## src/shared/adc_cfg_pkg.sv

```systemverilog
// Package: setup byte layout, pair register layout, timing and types
package adc_cfg_pkg;

  // ==========================================================
  // Input byte decode
  // ==========================================================
  localparam int CMD_HI_BIT = 7;
  localparam int CMD_SETUP_BIT = 6;
  localparam int CLK_HI_BIT = 5;
  localparam int CLK_LO_BIT = 4;
  localparam int REF_HI_BIT = 3;
  localparam int REF_LO_BIT = 2;
  localparam int PAIR_HI_BIT = 1;
  localparam int PAIR_LO_BIT = 0;

  // ==========================================================
  // Field codes and reset values
  // ==========================================================
  localparam logic [1:0] CLK_INT_INT = 2'h0;
  localparam logic [1:0] CLK_INT_EXT = 2'h1;
  localparam logic [1:0] CLK_INT_SER = 2'h2;
  localparam logic [1:0] CLK_SER_SER = 2'h3;
  localparam logic [1:0] REF_INT_AUTO = 2'h0;
  localparam logic [1:0] REF_EXT_SE = 2'h1;
  localparam logic [1:0] REF_INT_ON = 2'h2;
  localparam logic [1:0] REF_EXT_DIFF = 2'h3;
  localparam logic [1:0] PAIR_UNI = 2'h2;
  localparam logic [1:0] PAIR_BI = 2'h3;
  localparam logic [7:0] SETUP_RESET = 8'h60;
  localparam logic [7:0] PAIR_RESET = 8'h00;
  localparam int NUM_PAIRS = 8;

  // ==========================================================
  // Serial frame and timing
  // ==========================================================
  localparam int FRAME_BITS = 16;
  localparam int RESULT_BITS = 12;
  localparam int LEAD_ZEROS = 4;
  localparam int CLK_HZ = 40_000_000;
  // Reference wake-up time, microseconds
  localparam int REF_WAKE_US = 65;
  localparam int REF_WAKE_CYC = (REF_WAKE_US * CLK_HZ + 999_999) / 1_000_000;
  // Temperature scaling: Kelvin to Celsius at 1/8 degree a code
  localparam int TEMP_STEPS_PER_DEG = 8;
  localparam int KELVIN_OFFSET_C = 273;
  localparam logic [11:0] TEMP_OFFSET =
    12'(KELVIN_OFFSET_C * TEMP_STEPS_PER_DEG);

  // ==========================================================
  // Types
  // ==========================================================
  typedef struct packed {
    logic [1:0] clock_mode;
    logic [1:0] vref_select;
    logic [1:0] pair_reg_select;
  } setup_s;

  typedef struct packed {
    logic [11:0] code;
    logic is_bipolar;
  } result_s;

  typedef enum logic [2:0] {
    RX_CMD = 3'b001,
    RX_PAIR = 3'b010,
    RX_SKIP = 3'b100
  } rx_state_e;

endpackage

```

## src/rtl/adc_setup_and_pair_config.sv

```systemverilog
// Setup byte decode, pair configuration and result framing
// Notes on behaviour
// - Byte with bit 7 low and bit 6 high is a setup byte.
// - Clock mode high bit resets to one, so power-up mode is 10.
// - Modes 00/01 use internal clock and dedicate the convert-start pin.
// - Mode 11 uses serial clock for conversion and acquisition, max 4.8MHz.
// - Reference 00: internal, off after scan, wake-up delay before next.
// - Reference 10: internal, always on, no wake-up delay.
// - 01 external single-ended; 11 external differential with negative pin.
// - Pair select high bit zero: no data byte, pair registers kept.
// - Pair select 10: next byte goes to unipolar pair register.
// - Pair select 11: next byte goes to bipolar pair register.
// - Unipolar bit set makes pair differential unipolar, bit 7 = inputs 0/1.
// - Bipolar bit set makes pair differential bipolar, bit 7 = inputs 0/1.
// - Temperature is first diode result minus second diode result.
// - Temperature code offset from Kelvin to Celsius, 1/8 degree per code.
// - Result frame: four zeros then 12-bit result, MSB first.
// - Sample input on rising serial clock, change output on falling.
// - Modes 00/01 start from pin; 10/11 start on conversion byte.
// - Unipolar results straight binary, bipolar results two's complement.
// - Pair flagged both unipolar and bipolar is treated as unipolar.
`timescale 1ns/100ps
module adc_setup_and_pair_config
  import adc_cfg_pkg::*;
#(
  parameter int PAIRS_PRESENT = 8,
  parameter int REF_WAKE_CYCLES = REF_WAKE_CYC
)(
  input wire logic clk_i,
  input wire logic rst_i,
  input wire logic sclk_i,
  input wire logic cs_n_i,
  input wire logic sdi_i,
  input wire logic convert_start_pin_n_i,
  input wire logic scan_done_i,
  input wire logic result_valid_i,
  input wire logic [11:0] result_code_i,
  input wire logic result_is_temp_i,
  input wire logic [3:0] result_channel_i,
  input wire logic temp_first_valid_i,
  input wire logic [11:0] temp_first_i,
  input wire logic [11:0] temp_second_i,
  output logic sdo_o,
  output logic sdo_oe_o,
  output logic conv_start_o,
  output logic int_clock_o,
  output logic ext_acq_timing_o,
  output logic sclk_conv_clock_o,
  output logic convert_start_pin_dedicated_o,
  output logic ref_internal_o,
  output logic ref_power_o,
  output logic ref_ready_o,
  output logic ref_neg_pin_o,
  output logic [NUM_PAIRS-1:0] uni_diff_o,
  output logic [NUM_PAIRS-1:0] bi_diff_o,
  output logic [7:0] unipolar_pair_select_o,
  output logic [7:0] bipolar_pair_select_o
);

  // ==========================================================
  // Pin synchronisers
  // ==========================================================
  logic [1:0] sclk_sync_reg;
  logic [1:0] cs_sync_reg;
  logic [1:0] sdi_sync_reg;
  logic [1:0] cnv_sync_reg;
  logic sclk_prev_reg;
  logic cnv_prev_reg;

  always_ff @(posedge clk_i or posedge rst_i)
  begin
    if (rst_i)
    begin
      sclk_sync_reg <= 2'h0;
      cs_sync_reg <= 2'h3;
      sdi_sync_reg <= 2'h0;
      cnv_sync_reg <= 2'h3;
      sclk_prev_reg <= 1'b0;
      cnv_prev_reg <= 1'b1;
    end
    else
    begin
      sclk_sync_reg <= {sclk_sync_reg[0], sclk_i};
      cs_sync_reg <= {cs_sync_reg[0], cs_n_i};
      sdi_sync_reg <= {sdi_sync_reg[0], sdi_i};
      cnv_sync_reg <= {cnv_sync_reg[0], convert_start_pin_n_i};
      sclk_prev_reg <= sclk_sync_reg[1];
      cnv_prev_reg <= cnv_sync_reg[1];
    end
  end

  logic sclk_s;
  logic cs_active;
  logic sclk_rise;
  logic sclk_fall;
  logic cnv_rise;
  assign sclk_s = sclk_sync_reg[1];
  assign cs_active = ~cs_sync_reg[1];
  assign sclk_rise = sclk_s & ~sclk_prev_reg & cs_active;
  assign sclk_fall = ~sclk_s & sclk_prev_reg & cs_active;
  assign cnv_rise = cnv_sync_reg[1] & ~cnv_prev_reg;

  // ==========================================================
  // Byte assembly on rising serial clock
  // ==========================================================
  logic [2:0] bit_cnt_reg;
  logic [6:0] shift_reg;
  logic byte_done;
  logic [7:0] rx_byte;
  assign byte_done = sclk_rise && (bit_cnt_reg == 3'h7);
  assign rx_byte = {shift_reg, sdi_sync_reg[1]};

  always_ff @(posedge clk_i or posedge rst_i)
  begin
    if (rst_i)
    begin
      bit_cnt_reg <= 3'h0;
      shift_reg <= 7'h00;
    end
    else if (!cs_active)
    begin
      bit_cnt_reg <= 3'h0;
    end
    else if (sclk_rise)
    begin
      shift_reg <= rx_byte[6:0];
      bit_cnt_reg <= bit_cnt_reg + 3'h1;
    end
  end

  // ==========================================================
  // Command decode and configuration registers
  // ==========================================================
  rx_state_e rx_state_reg;
  setup_s setup_reg;
  logic [7:0] uni_reg;
  logic [7:0] bi_reg;
  logic is_setup;
  logic is_conv;
  assign is_setup = !rx_byte[CMD_HI_BIT] && rx_byte[CMD_SETUP_BIT];
  assign is_conv = rx_byte[CMD_HI_BIT];

  always_ff @(posedge clk_i or posedge rst_i)
  begin
    if (rst_i)
    begin
      rx_state_reg <= RX_CMD;
      setup_reg <= setup_s'(SETUP_RESET[5:0]);
      uni_reg <= PAIR_RESET;
      bi_reg <= PAIR_RESET;
    end
    else if (!cs_active)
    begin
      rx_state_reg <= RX_CMD;
    end
    else if (byte_done)
    begin
      unique case (rx_state_reg)
        RX_CMD:
        begin
          if (is_setup)
          begin
            setup_reg.clock_mode <= rx_byte[CLK_HI_BIT:CLK_LO_BIT];
            setup_reg.vref_select <= rx_byte[REF_HI_BIT:REF_LO_BIT];
            setup_reg.pair_reg_select <= rx_byte[PAIR_HI_BIT:PAIR_LO_BIT];
            // High select bit clear: next byte is a fresh command
            if (rx_byte[PAIR_HI_BIT])
              rx_state_reg <= RX_PAIR;
          end
          else if (is_conv && setup_reg.clock_mode == CLK_SER_SER)
            rx_state_reg <= RX_SKIP;
        end
        RX_PAIR:
        begin
          if (setup_reg.pair_reg_select == PAIR_UNI)
            uni_reg <= rx_byte;
          else
            bi_reg <= rx_byte;
          rx_state_reg <= RX_CMD;
        end
        RX_SKIP:
          rx_state_reg <= RX_CMD;
      endcase
    end
  end

  // ==========================================================
  // Clock mode, conversion start and reference control
  // ==========================================================
  logic pin_mode;
  logic ref_wake_needed;
  logic [$clog2(REF_WAKE_CYCLES+1)-1:0] wake_cnt_reg;
  assign pin_mode = !setup_reg.clock_mode[1];
  assign ref_wake_needed = setup_reg.vref_select == REF_INT_AUTO;

  always_ff @(posedge clk_i or posedge rst_i)
  begin
    if (rst_i)
    begin
      conv_start_o <= 1'b0;
      int_clock_o <= 1'b1;
      ext_acq_timing_o <= 1'b0;
      sclk_conv_clock_o <= 1'b0;
      convert_start_pin_dedicated_o <= 1'b0;
    end
    else
    begin
      conv_start_o <= pin_mode ? cnv_rise
        : (byte_done && rx_state_reg == RX_CMD && is_conv);
      int_clock_o <= setup_reg.clock_mode != CLK_SER_SER;
      ext_acq_timing_o <= setup_reg.clock_mode == CLK_INT_EXT;
      sclk_conv_clock_o <= setup_reg.clock_mode == CLK_SER_SER;
      convert_start_pin_dedicated_o <= pin_mode;
    end
  end

  always_ff @(posedge clk_i or posedge rst_i)
  begin
    if (rst_i)
    begin
      ref_internal_o <= 1'b0;
      ref_power_o <= 1'b0;
      ref_ready_o <= 1'b0;
      ref_neg_pin_o <= 1'b0;
      wake_cnt_reg <= '0;
    end
    else
    begin
      ref_internal_o <= !setup_reg.vref_select[0];
      ref_neg_pin_o <= setup_reg.vref_select == REF_EXT_DIFF;
      if (setup_reg.vref_select == REF_INT_ON)
        ref_power_o <= 1'b1;
      else if (ref_wake_needed && conv_start_o)
        ref_power_o <= 1'b1;
      else if (!ref_wake_needed || scan_done_i)
        ref_power_o <= 1'b0;
      if (!ref_wake_needed)
      begin
        ref_ready_o <= 1'b1;
        wake_cnt_reg <= '0;
      end
      else if (!ref_power_o || scan_done_i)
      begin
        ref_ready_o <= 1'b0;
        wake_cnt_reg <= '0;
      end
      else if (wake_cnt_reg == ($bits(wake_cnt_reg))'(REF_WAKE_CYCLES))
        ref_ready_o <= 1'b1;
      else
        wake_cnt_reg <= wake_cnt_reg + 1'b1;
    end
  end

  // ==========================================================
  // Pair decode for the conversion logic
  // ==========================================================
  always_ff @(posedge clk_i or posedge rst_i)
  begin
    if (rst_i)
    begin
      uni_diff_o <= '0;
      bi_diff_o <= '0;
      unipolar_pair_select_o <= PAIR_RESET;
      bipolar_pair_select_o <= PAIR_RESET;
    end
    else
    begin
      unipolar_pair_select_o <= uni_reg;
      bipolar_pair_select_o <= bi_reg;
      for (int p = 0; p < NUM_PAIRS; p++)
      begin
        // Index p is pair of inputs 2p and 2p+1; bit 7 is pair 0
        uni_diff_o[p] <= uni_reg[7-p] && (p < PAIRS_PRESENT);
        bi_diff_o[p] <= bi_reg[7-p] && !uni_reg[7-p]
          && (p < PAIRS_PRESENT);
      end
    end
  end

  // ==========================================================
  // Result formatting and serial output
  // ==========================================================
  logic [11:0] temp_diff_reg;
  logic [11:0] out_code;
  logic chan_bipolar;
  logic [FRAME_BITS-1:0] frame_reg;
  logic [3:0] pair_idx;
  assign pair_idx = {1'b0, result_channel_i[3:1]};
  assign chan_bipolar = bi_diff_o[pair_idx[2:0]];
  assign out_code = result_is_temp_i
    ? temp_diff_reg - TEMP_OFFSET
    : (chan_bipolar ? result_code_i ^ 12'h800 : result_code_i);

  always_ff @(posedge clk_i or posedge rst_i)
  begin
    if (rst_i)
      temp_diff_reg <= 12'h000;
    else if (temp_first_valid_i)
      temp_diff_reg <= temp_first_i - temp_second_i;
  end

  always_ff @(posedge clk_i or posedge rst_i)
  begin
    if (rst_i)
    begin
      frame_reg <= '0;
      sdo_o <= 1'b0;
      sdo_oe_o <= 1'b0;
    end
    else
    begin
      sdo_oe_o <= cs_active;
      // Leading bit goes out at once; falls then present the rest
      if (result_valid_i)
      begin
        sdo_o <= 1'b0;
        frame_reg <= {{(LEAD_ZEROS-1){1'b0}}, out_code, 1'b0};
      end
      else if (sclk_fall)
      begin
        sdo_o <= frame_reg[FRAME_BITS-1];
        frame_reg <= {frame_reg[FRAME_BITS-2:0], 1'b0};
      end
    end
  end

endmodule

```

## config.mk

```make
export PLATFORM = sky130hd
export DESIGN_NAME = adc_setup_and_pair_config
export DESIGN_NICKNAME = d
export VERILOG_FILES = /design/src/shared/adc_cfg_pkg.sv /design/src/rtl/adc_setup_and_pair_config.sv
export SDC_FILE = /design/constraint.sdc
export NUM_CORES = 1
export LEC_CHECK = 0
export ABC_AREA = 1
export BUFFER_PORTS_ARGS = -buffer_cell sky130_fd_sc_hd__buf_4
export CAP_MARGIN = 5
export CORE_MARGIN = 2
export CORE_UTILIZATION = 49
export DETAILED_ROUTE_END_ITERATION = 8
export PLACE_DENSITY_LB_ADDON = 0.08
export SLEW_MARGIN = 20
export SYNTH_ARGS = -nofsm -noshare
export SYNTH_HDL_FRONTEND = slang
export SYNTH_SLANG_ARGS = --single-unit
export TNS_END_PERCENT = 50
```

## constraint.sdc

```tcl
create_clock -name clk_i -period 4.05 [get_ports clk_i]
set_input_delay 0.405 -clock clk_i [delete_from_list [all_inputs] [get_ports clk_i]]
set_output_delay 0.405 -clock clk_i [all_outputs]
set_load 0.02 [all_outputs]
```

======== After elaboration in Yosys (flattened, before gate mapping) ========
Cells that the tools add are included.
storage, ports and cells
  flip-flop bits (word level) ............. 148
  latch bits .............................. 0
  RAM bits ................................ 0
  bits in read-only memories .............. 0
  input bits .............................. 50
  logic and storage cells ................. 129
  memories ................................ 0
operators by class
  add/sub/neg operators ................... 4
  multipliers ............................. 0
  div/mod/pow operators ................... 0
  magnitude comparators ................... 1
  eq/ne operators ......................... 15
  shift-type cells ........................ 0
  muxes and demuxes ....................... 26
  bitwise logic cells ..................... 11
  reductions and logical operators ........ 40
operator list
  operator                  number
  $mux W32                  3
  $add A32 B1 Y32 const B   1
  $eq A32 B32 Y1 const B    1
  $mux W16                  2
  $mux W12                  2
  $mux W3                   7
  $logic_and A1 B1 Y1       14
  $logic_not A1 Y1          13
  $reduce_and A4 Y1         3
  $sub A12 B12 Y12          1
  $sub A12 B12 Y12 const B  1
  $mux W1                   10
  $eq A2 B2 Y1 const B      4
  $ne A4 B4 Y1 const B      2
  $eq A3 B3 Y1 const B      2
  $not A1 Y1                6
  $pmux W3 S2               1
  $reduce_bool A2 Y1        3
  $and A1 B1 Y1             5
  $lt A3 B4 Y1 const B      1
  $add A3 B1 Y3 const B     1
  $bmux W1 S3               1
  $eq A3 B1 Y1 const B      1
  $eq A3 B2 Y1 const B      1
  other kinds (10)          11

======== Depth between registers and ports, before layout ========
  depth in word-level cells ............... 7
  depth in mapped cells ................... 11
  mapped depth without buffers ............ 11

======== Worst setup path after synthesis ========
Ideal clock, no wire load.
  path kind ............................... in2reg
  from .................................... input port temp_first_i[0]
  to ...................................... register temp_diff_reg[8]
  library setup time ...................... 0.130 ns
  arrival ................................. 1.544 ns
  required time ........................... 3.920 ns
  setup slack ............................. 2.376 ns
  stages on the path ...................... 11
  cells stage by stage .................... inv_1 > ha_1 > fa_1 > inv_1 > nand3_1 > nand2_1 > nand2_1 > nand2_1 > nand2_1 > nand3_1 > o21ai_1
between the ends
  cells in the longest elaborated chain, start to end .. 1
ends and longest elaborated chain
  what                    line                              source
  start: declaration      adc_setup_and_pair_config.sv:41   input wire logic [11:0] temp_first_i,
  $sub A12 B12 Y12        adc_setup_and_pair_config.sv:299  temp_diff_reg <= temp_first_i - temp_second_i;
  end signal: assignment  adc_setup_and_pair_config.sv:299
  end: declaration        adc_setup_and_pair_config.sv:283  logic [11:0] temp_diff_reg;
Every way passes these cells.
A chain may end at the register's enable or synchronous reset.

======== Worst setup path in the final report ========
  from .................................... register wake_cnt_reg[0]
  to ...................................... register wake_cnt_reg[2]
between the ends
  cells in the longest elaborated chain, start to end .. 4
ends and longest elaborated chain
  what                      line                              source
  start: declaration        adc_setup_and_pair_config.sv:192  logic [$clog2(REF_WAKE_CYCLES+1)-1:0] wake_cnt_reg;
  start signal: assignment  adc_setup_and_pair_config.sv:250  wake_cnt_reg <= wake_cnt_reg + 1'b1;
  $add A32 B1 Y32           adc_setup_and_pair_config.sv:250
  $mux W32                  adc_setup_and_pair_config.sv:247  else if (wake_cnt_reg == ($bits(wake_cnt_reg))'(REF_WAKE_CYCLES))
  $mux W32                  adc_setup_and_pair_config.sv:242  else if (!ref_power_o || scan_done_i)
  $mux W32                  adc_setup_and_pair_config.sv:237  if (!ref_wake_needed)
Several ways; a longest one is shown, not always the timed one. The select of a mux whose other input is x is not followed.

==> metrics.md <==
| Metric | Value |
|---|---|
| Status | `finished with violations` |
| Failing checks | `negative hold slack` |
| Average vias per placed instance | `a little over 5` |
| Synthesized-area fraction occupied by and/or/nand/nor cells | `26.8%` |
| Fin Hold WS | `-2.67 ps` |
| Fin area | `about 8400 um2` |
| HP Class | `primary input to async pin` |
| GP Congestion | `0.874` |
| Area leader, netlist | `dfrtp_1` |
| Initial antenna violation count | `0` |
| Starting DRC count in detailed routing | `approximately 400` |
| WS Path Type | `register to register` |
| Hold-fix buffers at CTS | `0` |
| Post-route ant nets | `0` |
| Total setup buffers inserted after CTS | `0` |
| Area Overhead vs Synth | `19.7%` |
| Synth top area cells | `dfrtp_1, nand2_1, inv_1, nand3_1, nor2_1` |
| Peak Freq | `approximately 550 MHz` |
| Placement Cell Area | `7840 um2` |
| MaxCap Viol Count | `0` |
| Synth Area in XOR/XNOR | `less than 1%` |
| GR Util All Layers | `21.6%` |
| Vias in the first global route | `roughly 5400` |
| Clk root buf | `clkbuf_16` |
| Reg2reg setup slack | `2240 ps` |
| Area of the multi-input gates | `2910 um2` |
| H-tree levels | `4` |
| Final hold violation count | `5` |
| Maximum vdd ir drop | `0.000291 V` |
| CP peak stage delay | `460 ps` |
| Post-Syn Area | `7050 um2` |
| Yosys warnings | `0` |
| Post-synth net total | `just over 900` |
| PortBufs | `between 90 and 100` |
| TritonCTS clock tree | `yes` |
| Clock Sinks | `139` |
| Crit end category | `register` |
| Reg2reg path depth | `10` |
| Number of core rows | `43` |
| Largest net degree at the start of global routing | `93` |
| Fin worst setup slack | `2240 ps` |
| Endpoints failing setup | `0` |
| Leak Pwr | `between 4 and 5 nW` |
| Fin Setup TNS | `0 ps` |
| Yosys cell types | `42` |
| IO Pins | `93` |
| Max-Slew Margin vs Limit | `between 50% and 60%` |
| R2R Path End | `wake_cnt_reg[2]` |
| Power per cell area | `398 nW/um2` |
| Worst-Skew Late Latency | `between 400 and 500 ps` |
| Cts repair resizes | `0` |
| Worst Setup Start Kind | `register` |
| Final period util | `44.8%` |
| Synth Area in Adders | `2.95%` |
| Mux cell area share after synthesis | `0%` |
| Register area | `3490 um2` |
| Max reg flops | `32` |
| Cell mode on critical path | `nand2_1` |
| # fillers | `1276` |
| Most common cell after layout, fill and taps aside | `nand2_1` |
| CP required | `4360 ps` |
| Initial Utilization | `50.4%` |
| Largest family of logic cells by synthesized area | `simple AND/OR/NAND/NOR gates` |
| DR pass1 iterations | `5` |
| Synth top area share | `~47%` |
| Vias | `5836` |
| Worst R2R Start | `wake_cnt_reg[0]` |
| Routed WL per cell | `13.8 um` |
| Nets | `approximately 1000` |
| Total die area | `15400 um2` |
| Fin. max-slew vios | `0` |
| Global-route wire length before repair | `25.5 mm` |
| CP Data Arrival Time | `2120 ps` |
| Worst-path clk slew | `about 60 ps` |
| Dpl hpwl | `11.6 mm` |
| Synth Area in Compound Gates | `10.8%` |
| CP cell instances | `ha_1 -> nand2_1 -> nor3_1 -> nand3_1 -> nor2_1 -> nand2_2 -> nand2_1 -> nand2_1 -> nand2_1 -> inv_1` |
| Crit-path slowest cell | `dfrtp_1` |
| Actual slew at the worst max-slew pin | `600 ps` |
| Register area share after synthesis | `49.5%` |
| Post-route DRC | `0` |
| WL final | `between 15 and 20 mm` |
| Clock Skew | `8.08 ps` |
| Syn Area/Cell | `8.33 um2` |
| Total CTS buffers | `17` |
| Critical path fanouts, max | `7` |
| Commonest cells after routing, fill and taps aside | `nand2_1, dfrtp_1, inv_1` |
| Die Ht | `124 um` |
| Gate Count Post-Synth | `846` |
| Layout cells sized above 1 | `20.4%` |
| Grt ovf | `0` |
| RSZ-0062 raised after global routing | `false` |
| Core ar. | `14000 um2` |
| DIE WIDTH | `~120 um` |
| Ant diodes | `0` |
| Min cycle time layout | `around 1800 ps` |
| Flops & latches, synth | `139` |
| CTS Buffer Depth | `2` |
| Setup WS pre-CTS | `2120 ps` |
[worst max-delay path: cells and delay by family (launching register included)]
kind	cells	cell delay, ps
simple gates	8	840
flops	1	460
fa+ha+maj	1	370
buf+inv	1	30
[report_power, final]
part           leakage (nW)  internal, W  switching (W)
Combinational          2.05     0.000132       0.000218
Sequential             1.83      0.00146      0.0000451
Clock                 0.277     0.000939       0.000573
[layer usage]
layer / GRT usage [%] / part of all wire [%] / vias to the layer above
met4: 5.69 / 1.1 / 0
met3: 5.68 / 5.7 / 14
met2: 34.0 / 46 / 164
met5: 0 / 0 / -
met1: 29.9 / 47 / 2749
li1: - / - / 2909
[metrics by stage]
stage | utilization (%) | instances | total power (W)
floorplan | - | 846 | 0.00175
global placement | 56.1 | 1096 | 0.00186
detailed placement | 56.1 | 1096 | 0.00187
CTS | 60.2 | 1128 | 0.00339
global route | 60.3 | 1129 | 0.00352
finish | 60.3 | 1129 | 0.00336
[cell usage after synthesis]
cell      instances
nand2_1         169
xnor2_1           1
nand3b_1          5
fa_1              1
o21bai_1          1
o21ai_0          43
o22ai_1           5
nand4_1          14
nor3_4            4
buf_2             6
a22o_1            1
nor2_4            8
nand3_4           3
or2_1             1
nand2_2          10
inv_2            13
nand3_1          64
nor2_2           11
a22oi_1           3
nor3_1            9
o211ai_1          3
a31oi_1           8
o21a_1            1
a21o_1            3
xor2_1            5
a21oi_1          32
clkinv_1          1
nor3_2           11
clkbuf_8          2
dfstp_2           8
nor4_1            1
nand3b_2          1
ha_1             15
nor2_1           70
nand3_2           1
o21ai_1          42
clkbuf_1          6
dfrtp_1         131
buf_4             8
inv_1           123
and3_1            1
nand2_4           1
[logic make-up after synthesis]
logic type | count (synthesis)
compound gates | 142
xor+xnor | 6
fa+ha+maj | 16
buf+inv | 159
flops | 139
simple gates | 384
[worst max-delay path by stage]
stage / depth (start not counted) / slack (ps) / startpoint / end
2_1_floorplan: 1 / 1920 / rst_i / bi_diff_o[0]
3_3_place_gp: 12 / 2140 / temp_first_i[0] / temp_diff_reg[8]
3_5_place_dp: 12 / 2120 / temp_first_i[0] / temp_diff_reg[8]
4_1_cts: 8 / 2250 / ref_power_o / wake_cnt_reg[2]
5_1_grt: 10 / 2040 / wake_cnt_reg[0] / wake_cnt_reg[2]
6_report: 10 / 2240 / wake_cnt_reg[0] / wake_cnt_reg[2]
[area by class of cell]
| cell class | count | area share [%] |
|---|---|---|
| inverter | 137 | 6.14 |
| clock buffer | 22 | 5.50 |
| clock inverter | 10 | 1.36 |
| timing repair buffer | 93 | 8.57 |
| tap | 180 | 2.67 |
| sequential | 139 | 41.3 |
| multi-input combinational | 548 | 34.4 |
No activity file was read; power rests on OpenSTA's default activity.
